===== src/rtl/outctl_pkg.sv =====
// Notes on behaviour
// - Rate-search auto-mute bit 5 set: output b mutes while recovery lacks lock.
// - Rate-search auto-mute bit 4 set: output a mutes while recovery lacks lock.
// - Manual mode: bit 3 mutes output b when 1, unmutes when 0.
// - Bit 2 picks automatic (1) or manual (0) mute for output b; resets 1.
// - Manual mode: bit 1 mutes output a when 1, unmutes when 0.
// - Bit 0 picks automatic (1) or manual (0) mute for output a; resets 1.
// - Manual mode: disable bit 3 powers down output b when 1.
// - Disable bit 2 picks automatic (1) or manual (0) for output b; resets 0.
// - Manual mode: disable bit 1 powers down output a when 1.
// - Disable bit 0 picks automatic (1) or manual (0) for output a; resets 0.
package outctl_pkg;
   localparam int ADDR_W = 8;
   localparam int DATA_W = 32;
   localparam int REG_W = 16;
   localparam logic [7:0] MUTE_IDX = 8'h49;
   localparam logic [7:0] DIS_IDX = 8'h4A;
   localparam int MUTE_BITS = 6;
   localparam int DIS_BITS = 4;
   localparam int A_MODE_BIT = 0;
   localparam int A_MAN_BIT = 1;
   localparam int B_MODE_BIT = 2;
   localparam int B_MAN_BIT = 3;
   localparam int A_RS_BIT = 4;
   localparam int B_RS_BIT = 5;
   localparam logic [5:0] MUTE_RST = 6'h05;
   localparam logic [3:0] DIS_RST = 4'h0;
   localparam logic [DATA_W-1:0] UNMAPPED_RD = 32'h0000_0000;

   typedef enum logic [0:0] {
      BUS_IDLE = 1'b0,
      BUS_ACK = 1'b1
   } bus_state_t;

   function automatic logic [ADDR_W-1:0] byte_addr(input logic [7:0] idx);
      return ADDR_W'({idx, 2'b00} >> 0);
   endfunction
endpackage


===== src/rtl/out_decide.sv =====
`timescale 1ns/1ps
`default_nettype none
module out_decide (
   // Register fields for one output.
   input wire logic mute_mode_i,
   input wire logic manual_mute_i,
   input wire logic rs_mute_i,
   input wire logic pd_mode_i,
   input wire logic manual_pd_i,
   // Link status.
   input wire logic cdr_lock_i,
   input wire logic los_i,
   // Decisions.
   output logic mute_o,
   output logic pd_o
);
   // Manual bit decides in manual mode; loss of signal drives automatic mode; rate-search mute without lock ORs into mute_o.
   assign mute_o = (mute_mode_i ? los_i : manual_mute_i)
      | (rs_mute_i & ~cdr_lock_i);
   assign pd_o = pd_mode_i ? los_i : manual_pd_i;
endmodule
`default_nettype wire


===== src/rtl/wb_ack_gen.sv =====
`timescale 1ns/1ps
`default_nettype none
module wb_ack_gen
   import outctl_pkg::*;
(
   // Clock, reset and enable.
   input wire logic clk_i,
   input wire logic rst_i,
   input wire logic ce_i,
   // Bus request and answer.
   input wire logic req_i,
   output logic ack_o
);
   typedef struct packed {
      bus_state_t st;
   } ack_state_t;
   ack_state_t s_r, s_nxt;

   always_comb begin
      s_nxt = s_r;
      case (s_r.st)
         BUS_IDLE: begin
            if (req_i) begin
               s_nxt.st = BUS_ACK;
            end
         end
         BUS_ACK: begin
            s_nxt.st = BUS_IDLE;
         end
         default: begin
            s_nxt.st = BUS_IDLE;
         end
      endcase
   end

   always_ff @(posedge clk_i) begin
      if (rst_i) begin
         s_r <= '{st: BUS_IDLE};
      end else if (ce_i) begin
         s_r <= s_nxt;
      end
   end

   assign ack_o = (s_r.st == BUS_ACK);
endmodule
`default_nettype wire


===== src/rtl/output_mute_disable_control.sv =====
// The implementer's own choice: the Wishbone interface to the registers.
`timescale 1ns/1ps
`default_nettype none
module output_mute_disable_control
   import outctl_pkg::*;
(
   // Clock, reset and enable.
   input wire logic clk_i,
   input wire logic rst_i,
   input wire logic ce_i,
   // Wishbone slave.
   input wire logic wb_cyc_i,
   input wire logic wb_stb_i,
   input wire logic wb_we_i,
   input wire logic [ADDR_W-1:0] wb_adr_i,
   input wire logic [3:0] wb_sel_i,
   input wire logic [DATA_W-1:0] wb_dat_i,
   output logic [DATA_W-1:0] wb_dat_o,
   output logic wb_ack_o,
   // Link status.
   input wire logic cdr_lock_i,
   input wire logic los_i,
   // Driver controls.
   output logic serial_out_a_mute_o,
   output logic serial_out_a_pd_o,
   output logic serial_out_b_mute_o,
   output logic serial_out_b_pd_o
);
   typedef struct packed {
      logic [MUTE_BITS-1:0] mute;
      logic [DIS_BITS-1:0] dis;
      logic [DATA_W-1:0] rdat;
      logic a_mute;
      logic a_pd;
      logic b_mute;
      logic b_pd;
   } core_state_t;
   core_state_t s_r, s_nxt;

   logic req;
   logic ack;
   logic take;
   logic a_mute_w, a_pd_w, b_mute_w, b_pd_w;
   logic hit_mute, hit_dis;

   assign req = wb_cyc_i & wb_stb_i & ~ack;
   assign take = req & ce_i;
   assign hit_mute = (wb_adr_i == byte_addr(MUTE_IDX));
   assign hit_dis = (wb_adr_i == byte_addr(DIS_IDX));

   wb_ack_gen u_ack (
      .clk_i(clk_i),
      .rst_i(rst_i),
      .ce_i(ce_i),
      .req_i(req),
      .ack_o(ack)
   );

   out_decide u_a (
      .mute_mode_i(s_r.mute[A_MODE_BIT]),
      .manual_mute_i(s_r.mute[A_MAN_BIT]),
      .rs_mute_i(s_r.mute[A_RS_BIT]),
      .pd_mode_i(s_r.dis[A_MODE_BIT]),
      .manual_pd_i(s_r.dis[A_MAN_BIT]),
      .cdr_lock_i(cdr_lock_i),
      .los_i(los_i),
      .mute_o(a_mute_w),
      .pd_o(a_pd_w)
   );

   out_decide u_b (
      .mute_mode_i(s_r.mute[B_MODE_BIT]),
      .manual_mute_i(s_r.mute[B_MAN_BIT]),
      .rs_mute_i(s_r.mute[B_RS_BIT]),
      .pd_mode_i(s_r.dis[B_MODE_BIT]),
      .manual_pd_i(s_r.dis[B_MAN_BIT]),
      .cdr_lock_i(cdr_lock_i),
      .los_i(los_i),
      .mute_o(b_mute_w),
      .pd_o(b_pd_w)
   );

   always_comb begin
      s_nxt = s_r;
      s_nxt.a_mute = a_mute_w;
      s_nxt.a_pd = a_pd_w;
      s_nxt.b_mute = b_mute_w;
      s_nxt.b_pd = b_pd_w;
      if (req) begin
         // Only the low byte holds live bits; reserved bits stay zero.
         if (hit_mute) begin
            s_nxt.rdat = DATA_W'(s_r.mute);
            if (wb_we_i && wb_sel_i[0]) begin
               s_nxt.mute = wb_dat_i[MUTE_BITS-1:0];
            end
         end else if (hit_dis) begin
            s_nxt.rdat = DATA_W'(s_r.dis);
            if (wb_we_i && wb_sel_i[0]) begin
               s_nxt.dis = wb_dat_i[DIS_BITS-1:0];
            end
         end else begin
            s_nxt.rdat = UNMAPPED_RD;
         end
      end
   end

   always_ff @(posedge clk_i) begin
      if (rst_i) begin
         s_r.mute <= MUTE_RST;
         s_r.dis <= DIS_RST;
         s_r.rdat <= UNMAPPED_RD;
         s_r.a_mute <= 1'b1;
         s_r.a_pd <= 1'b0;
         s_r.b_mute <= 1'b1;
         s_r.b_pd <= 1'b0;
      end else if (ce_i) begin
         s_r <= s_nxt;
      end
   end

   assign wb_ack_o = ack;
   assign wb_dat_o = s_r.rdat;
   assign serial_out_a_mute_o = s_r.a_mute;
   assign serial_out_a_pd_o = s_r.a_pd;
   assign serial_out_b_mute_o = s_r.b_mute;
   assign serial_out_b_pd_o = s_r.b_pd;

   a_rs_mute_b: assert property (@(posedge clk_i) disable iff (rst_i)
      ce_i && s_r.mute[B_RS_BIT] && !cdr_lock_i |=> serial_out_b_mute_o)
      else $error("Output b not muted without lock.");
   a_rs_mute_a: assert property (@(posedge clk_i) disable iff (rst_i)
      ce_i && s_r.mute[A_RS_BIT] && !cdr_lock_i |=> serial_out_a_mute_o)
      else $error("Output a not muted without lock.");
   a_man_mute_b: assert property (@(posedge clk_i) disable iff (rst_i)
      ce_i && !s_r.mute[B_MODE_BIT] && !s_r.mute[B_RS_BIT]
      |=> serial_out_b_mute_o == $past(s_r.mute[B_MAN_BIT]))
      else $error("Output b manual mute wrong.");
   a_auto_mute_b: assert property (@(posedge clk_i) disable iff (rst_i)
      ce_i && s_r.mute[B_MODE_BIT] && los_i |=> serial_out_b_mute_o)
      else $error("Output b auto mute missing.");
   a_man_mute_a: assert property (@(posedge clk_i) disable iff (rst_i)
      ce_i && !s_r.mute[A_MODE_BIT] && !s_r.mute[A_RS_BIT]
      |=> serial_out_a_mute_o == $past(s_r.mute[A_MAN_BIT]))
      else $error("Output a manual mute wrong.");
   a_auto_mute_a: assert property (@(posedge clk_i) disable iff (rst_i)
      ce_i && s_r.mute[A_MODE_BIT] && !los_i && !s_r.mute[A_RS_BIT]
      |=> !serial_out_a_mute_o)
      else $error("Output a muted with signal present.");
   a_man_pd_b: assert property (@(posedge clk_i) disable iff (rst_i)
      ce_i && !s_r.dis[B_MODE_BIT] |=> serial_out_b_pd_o == $past(s_r.dis[B_MAN_BIT]))
      else $error("Output b manual power down wrong.");
   a_auto_pd_b: assert property (@(posedge clk_i) disable iff (rst_i)
      ce_i && s_r.dis[B_MODE_BIT] |=> serial_out_b_pd_o == $past(los_i))
      else $error("Output b auto power down wrong.");
   a_man_pd_a: assert property (@(posedge clk_i) disable iff (rst_i)
      ce_i && !s_r.dis[A_MODE_BIT] |=> serial_out_a_pd_o == $past(s_r.dis[A_MAN_BIT]))
      else $error("Output a manual power down wrong.");
   a_auto_pd_a: assert property (@(posedge clk_i) disable iff (rst_i)
      ce_i && s_r.dis[A_MODE_BIT] |=> serial_out_a_pd_o == $past(los_i))
      else $error("Output a auto power down wrong.");
   a_ack_pulse: assert property (@(posedge clk_i) disable iff (rst_i)
      wb_ack_o |=> !wb_ack_o)
      else $error("Ack held longer than one cycle.");
   a_auto_clr_b: assert property (@(posedge clk_i) disable iff (rst_i)
      ce_i && s_r.mute[B_MODE_BIT] && !los_i && !s_r.mute[B_RS_BIT]
      |=> !serial_out_b_mute_o)
      else $error("Output b muted with signal present.");
   a_auto_mute_la: assert property (@(posedge clk_i) disable iff (rst_i)
      ce_i && s_r.mute[A_MODE_BIT] && los_i |=> serial_out_a_mute_o)
      else $error("Output a auto mute missing.");
   a_ce_freeze: assert property (@(posedge clk_i) disable iff (rst_i)
      !ce_i |=> $stable(serial_out_a_mute_o) && $stable(serial_out_b_mute_o)
      && $stable(serial_out_a_pd_o) && $stable(serial_out_b_pd_o) && !wb_ack_o)
      else $error("State moved while enable low.");

   c_write_mute: cover property (@(posedge clk_i) wb_ack_o && wb_we_i && hit_mute);
   c_read_dis: cover property (@(posedge clk_i) wb_ack_o && !wb_we_i && hit_dis);
   c_los_pd: cover property (@(posedge clk_i) serial_out_a_pd_o && serial_out_b_pd_o);
   c_rs_mute: cover property (@(posedge clk_i) s_r.mute[B_RS_BIT] && !cdr_lock_i);
   c_ce_hold: cover property (@(posedge clk_i) !ce_i && los_i);
endmodule
`default_nettype wire


===== config.mk =====
export PLATFORM = sky130hd
export DESIGN_NAME = output_mute_disable_control
export DESIGN_NICKNAME = d
export VERILOG_FILES = /design/src/rtl/outctl_pkg.sv /design/src/rtl/out_decide.sv /design/src/rtl/wb_ack_gen.sv /design/src/rtl/output_mute_disable_control.sv
export SDC_FILE = /design/constraint.sdc
export NUM_CORES = 1
export LEC_CHECK = 0
export BUFFER_PORTS_ARGS = -buffer_cell sky130_fd_sc_hd__buf_2
export CAP_MARGIN = 20
export CORE_MARGIN = 2
export CORE_UTILIZATION = 43
export CTS_CLUSTER_DIAMETER = 200
export CTS_CLUSTER_SIZE = 14
export DETAILED_ROUTE_END_ITERATION = 6
export PLACE_DENSITY = 0.9
export SLEW_MARGIN = 20
export SYNTH_ARGS = -nofsm -noshare
export SYNTH_HDL_FRONTEND = slang
export SYNTH_SLANG_ARGS = --single-unit

===== constraint.sdc =====
create_clock -name clk_i -period 2.78 [get_ports clk_i]
set_clock_uncertainty 0.2 [all_clocks]
set_input_delay 0.556 -clock clk_i [delete_from_list [all_inputs] [get_ports clk_i]]
set_output_delay 0.556 -clock clk_i [all_outputs]
set_load 0.005 [all_outputs]

==> summary.txt <==
Synthesis
  • Post-Synth XOR/XNOR Area: 0
  • Adder-Cell Fraction of Synth Area: 0
  • Cell Area, Synth: 1230 um2
  • Synth Register Bits: 21
  • Asr flop ratio synth: 0
  • Ranking of synthesized cells by area: dfxtp_1, buf_4, mux2i_1
  • Ys flop type: dfxtp_1
  • Share of the synthesized area in the top cell type: 0.341
  • Largest family of logic cells by synthesized area: simple AND/OR/NAND/NOR gates
  • Post-synthesis simple-gate area fraction: 0.270
  • Cells after Synth: 137
  • Most common cell in the netlist: buf_4
  • Yosys cell types: 28
  • EDFF count, synth: 0
  • Sequential cell area fraction in the yosys report: 0.341
  • Syn Area/Cell: 9.00 um2
  • Multiplexer share of the synthesized area: 0.114
  • Leading area contributor after synthesis: dfxtp_1
  • Synth Area in Compound Gates: 0.0619
  • Commonest cells in the netlist: buf_4, dfxtp_1, nand2b_1
  • Syn. warnings: 0

Pwr
  • Pwr/cell area: 390 nW/um2
  • Leakage: 0.576 nW
  • Pwr Total: 0.516 mW
  • Peak supply drop: 0.228 mV

Global route
  • Tot GR Track Use: 0.139
  • Pin count of the biggest net entering global routing: 33
  • Global-route wire length before repair: 3530 um
  • Initial antenna violation count: 0
  • Grt ovf: 0
  • Number of global-route vias before repair: 874

Clock network
  • CTS buffer count: 3
  • Root Buffer: clkbuf_4
  • H-tree depth: 1
  • Worst-Skew Late Latency: 0.31 ns
  • Post-CTS Setup Repair Bufs: 0
  • Hold_buf cts: 0
  • Post-cts sizing count: 0
  • CTS clock-pin slew for the worst setup and hold paths: 0.12 ns
  • Clock buffer depth: 2
  • Sink Count: 21
  • TritonCTS clock tree: done

Critical path
  • Critical path data arrival time: 1.80 ns
  • Crit start category: input pin
  • Largest delay share family, worst path: simple AND/OR/NAND/NOR gates
  • Worst Path Buf+Inv: 1
  • Req. time, crit path: 2.82 ns
  • CP max-delay cell: and4_1
  • Critical path cell sequence: buf_2, nor4b_4, and4_1, mux2i_1
  • Crit-path max FO: 7
  • Endpoint class of the critical path: flop
  • Crit path kind: in2reg
  • Crit-path max cell delay: 0.48 ns

Detailed routing
  • Final ANT Viol Nets: 0
  • Highest metal used: met4
  • DRT iter0 DRCs: 25
  • Drt pass-1 iters: 4
  • Vias: 929
  • Vias per cell: 4.72
  • Met1 Wirelength: 957 um
  • Routed wire length: 2180 um
  • Drt drc: 0
  • DR WL/cell: 11.1 um
  • Met3 routed WL: 152 um
  • DR WL met2: 1020 um

Timing
  • Final Max Tran Viols: 0
  • Final setup fails: 0
  • Setup TNS Final: 0 ns
  • Max Fclk: 571 MHz
  • Final Cycle Share: 0.630
  • WHS: 0.260 ns
  • Worst setup margin: 1.03 ns
  • Final min period: 1.75 ns
  • Final hold viol count: 0
  • RSZ-0062 raised after global routing: false

Finish
  • # fillers: 257
  • Layout cells sized above 1: 0.247
  • Area growth syn-to-layout: 7.40%
  • Register area: 420 um2
  • Area of the multi-input gates: 647 um2
  • Final Net Count: 219
  • Non-filler instance count after layout: 197
  • N_diodes: 0
  • Final core occ: 0.485
  • Design area: 1330 um2

Floorplan
  • Top-Level Pins: 89
  • Die Width: 57.6 um
  • Core Region: 2730 um2
  • Row count: 19
  • Initial core utilization: 0.451
  • Full die area: 3310 um2
  • Die Span Y: 57.6 um

Place
  • DP Cell Count: 193
  • Port bufs: 33
  • Hpwl dp: 1740 um
  • Setup WS pre-CTS: 0.694 ns
  • Placer Congestion: 0.821
  • Placed cell areas: 1300 um2

Run status
  • Outcome: completed

Flow run
  • Max_cap viols: 0

Hold path
  • Worst hold path type: reg2reg
-- logic make-up after synthesis --
| group | count (synthesis) |
|---|---|
| AND/OR/NAND/NOR | 50 |
| buffers and inverters | 40 |
| flip-flops | 21 |
| multiplexers | 14 |
| AO/OA/AOI/OAI | 11 |
| other | 1 |
-- worst reg2reg max path, stage by stage, from the launching register on --
cell and delay [ns]:
dfxtp_1 0.35, and4b_1 0.37, and4_1 0.44, mux2i_1 0.23
-- placed cells by master, fill, tap and decap left out, types with 3 or more instances in the layout --
cell type and count:
buf_2 33, conb_1 26, dfxtp_1 21, nand2b_1 17, mux2i_1 14, nor2_1 9
inv_1 7, nand4_1 5, nand3b_1 4, a21oi_1 3, o221ai_1 3, clkbuf_4 3
-- area by class of cell --
cell class,instances,area share
clock buffer,3,0.0170
multi-input combinational,101,0.488
inverter,7,0.0198
clock inverter,1,0.00378
sequential,21,0.317
timing repair buffer,33,0.125
tap,31,0.0293
-- report_power, final --
group	internal, mW	switching, mW	leakage, nW
sequential	0.304	0.00172	0.170
clock	0.0538	0.0962	0.0177
combinational	0.0271	0.0331	0.388
total	0.385	0.131	0.576
-- registers in the layout, summed over array words and instances (netlist names) --
name	count
serial_out_a_mute_o	1
serial_out_a_pd_o	1
serial_out_b_mute_o	1
serial_out_b_pd_o	1
s_r	10
wb_dat_o	6
u_ack.ack_o	1
-- final timing paths --
path	startpoint	end	slack (ns)	depth (start not counted)
setup / recovery	wb_adr_i[7]	s_r[43]	1.03	4
hold / removal	wb_dat_o[4]	wb_dat_o[4]	0.26	2
setup reg to reg	u_ack.ack_o	s_r[43]	1.13	3
hold reg to reg	wb_dat_o[4]	wb_dat_o[4]	0.26	2
-- per-layer routing --
layer | vias up | global-route usage
met2 | 38 | 0.227
met3 | 5 | 0.0272
met4 | 0 | 0.0698
met5 | - | 0
met1 | 410 | 0.174
li1 | 476 | -
No activity file was read; power rests on OpenSTA's default activity.
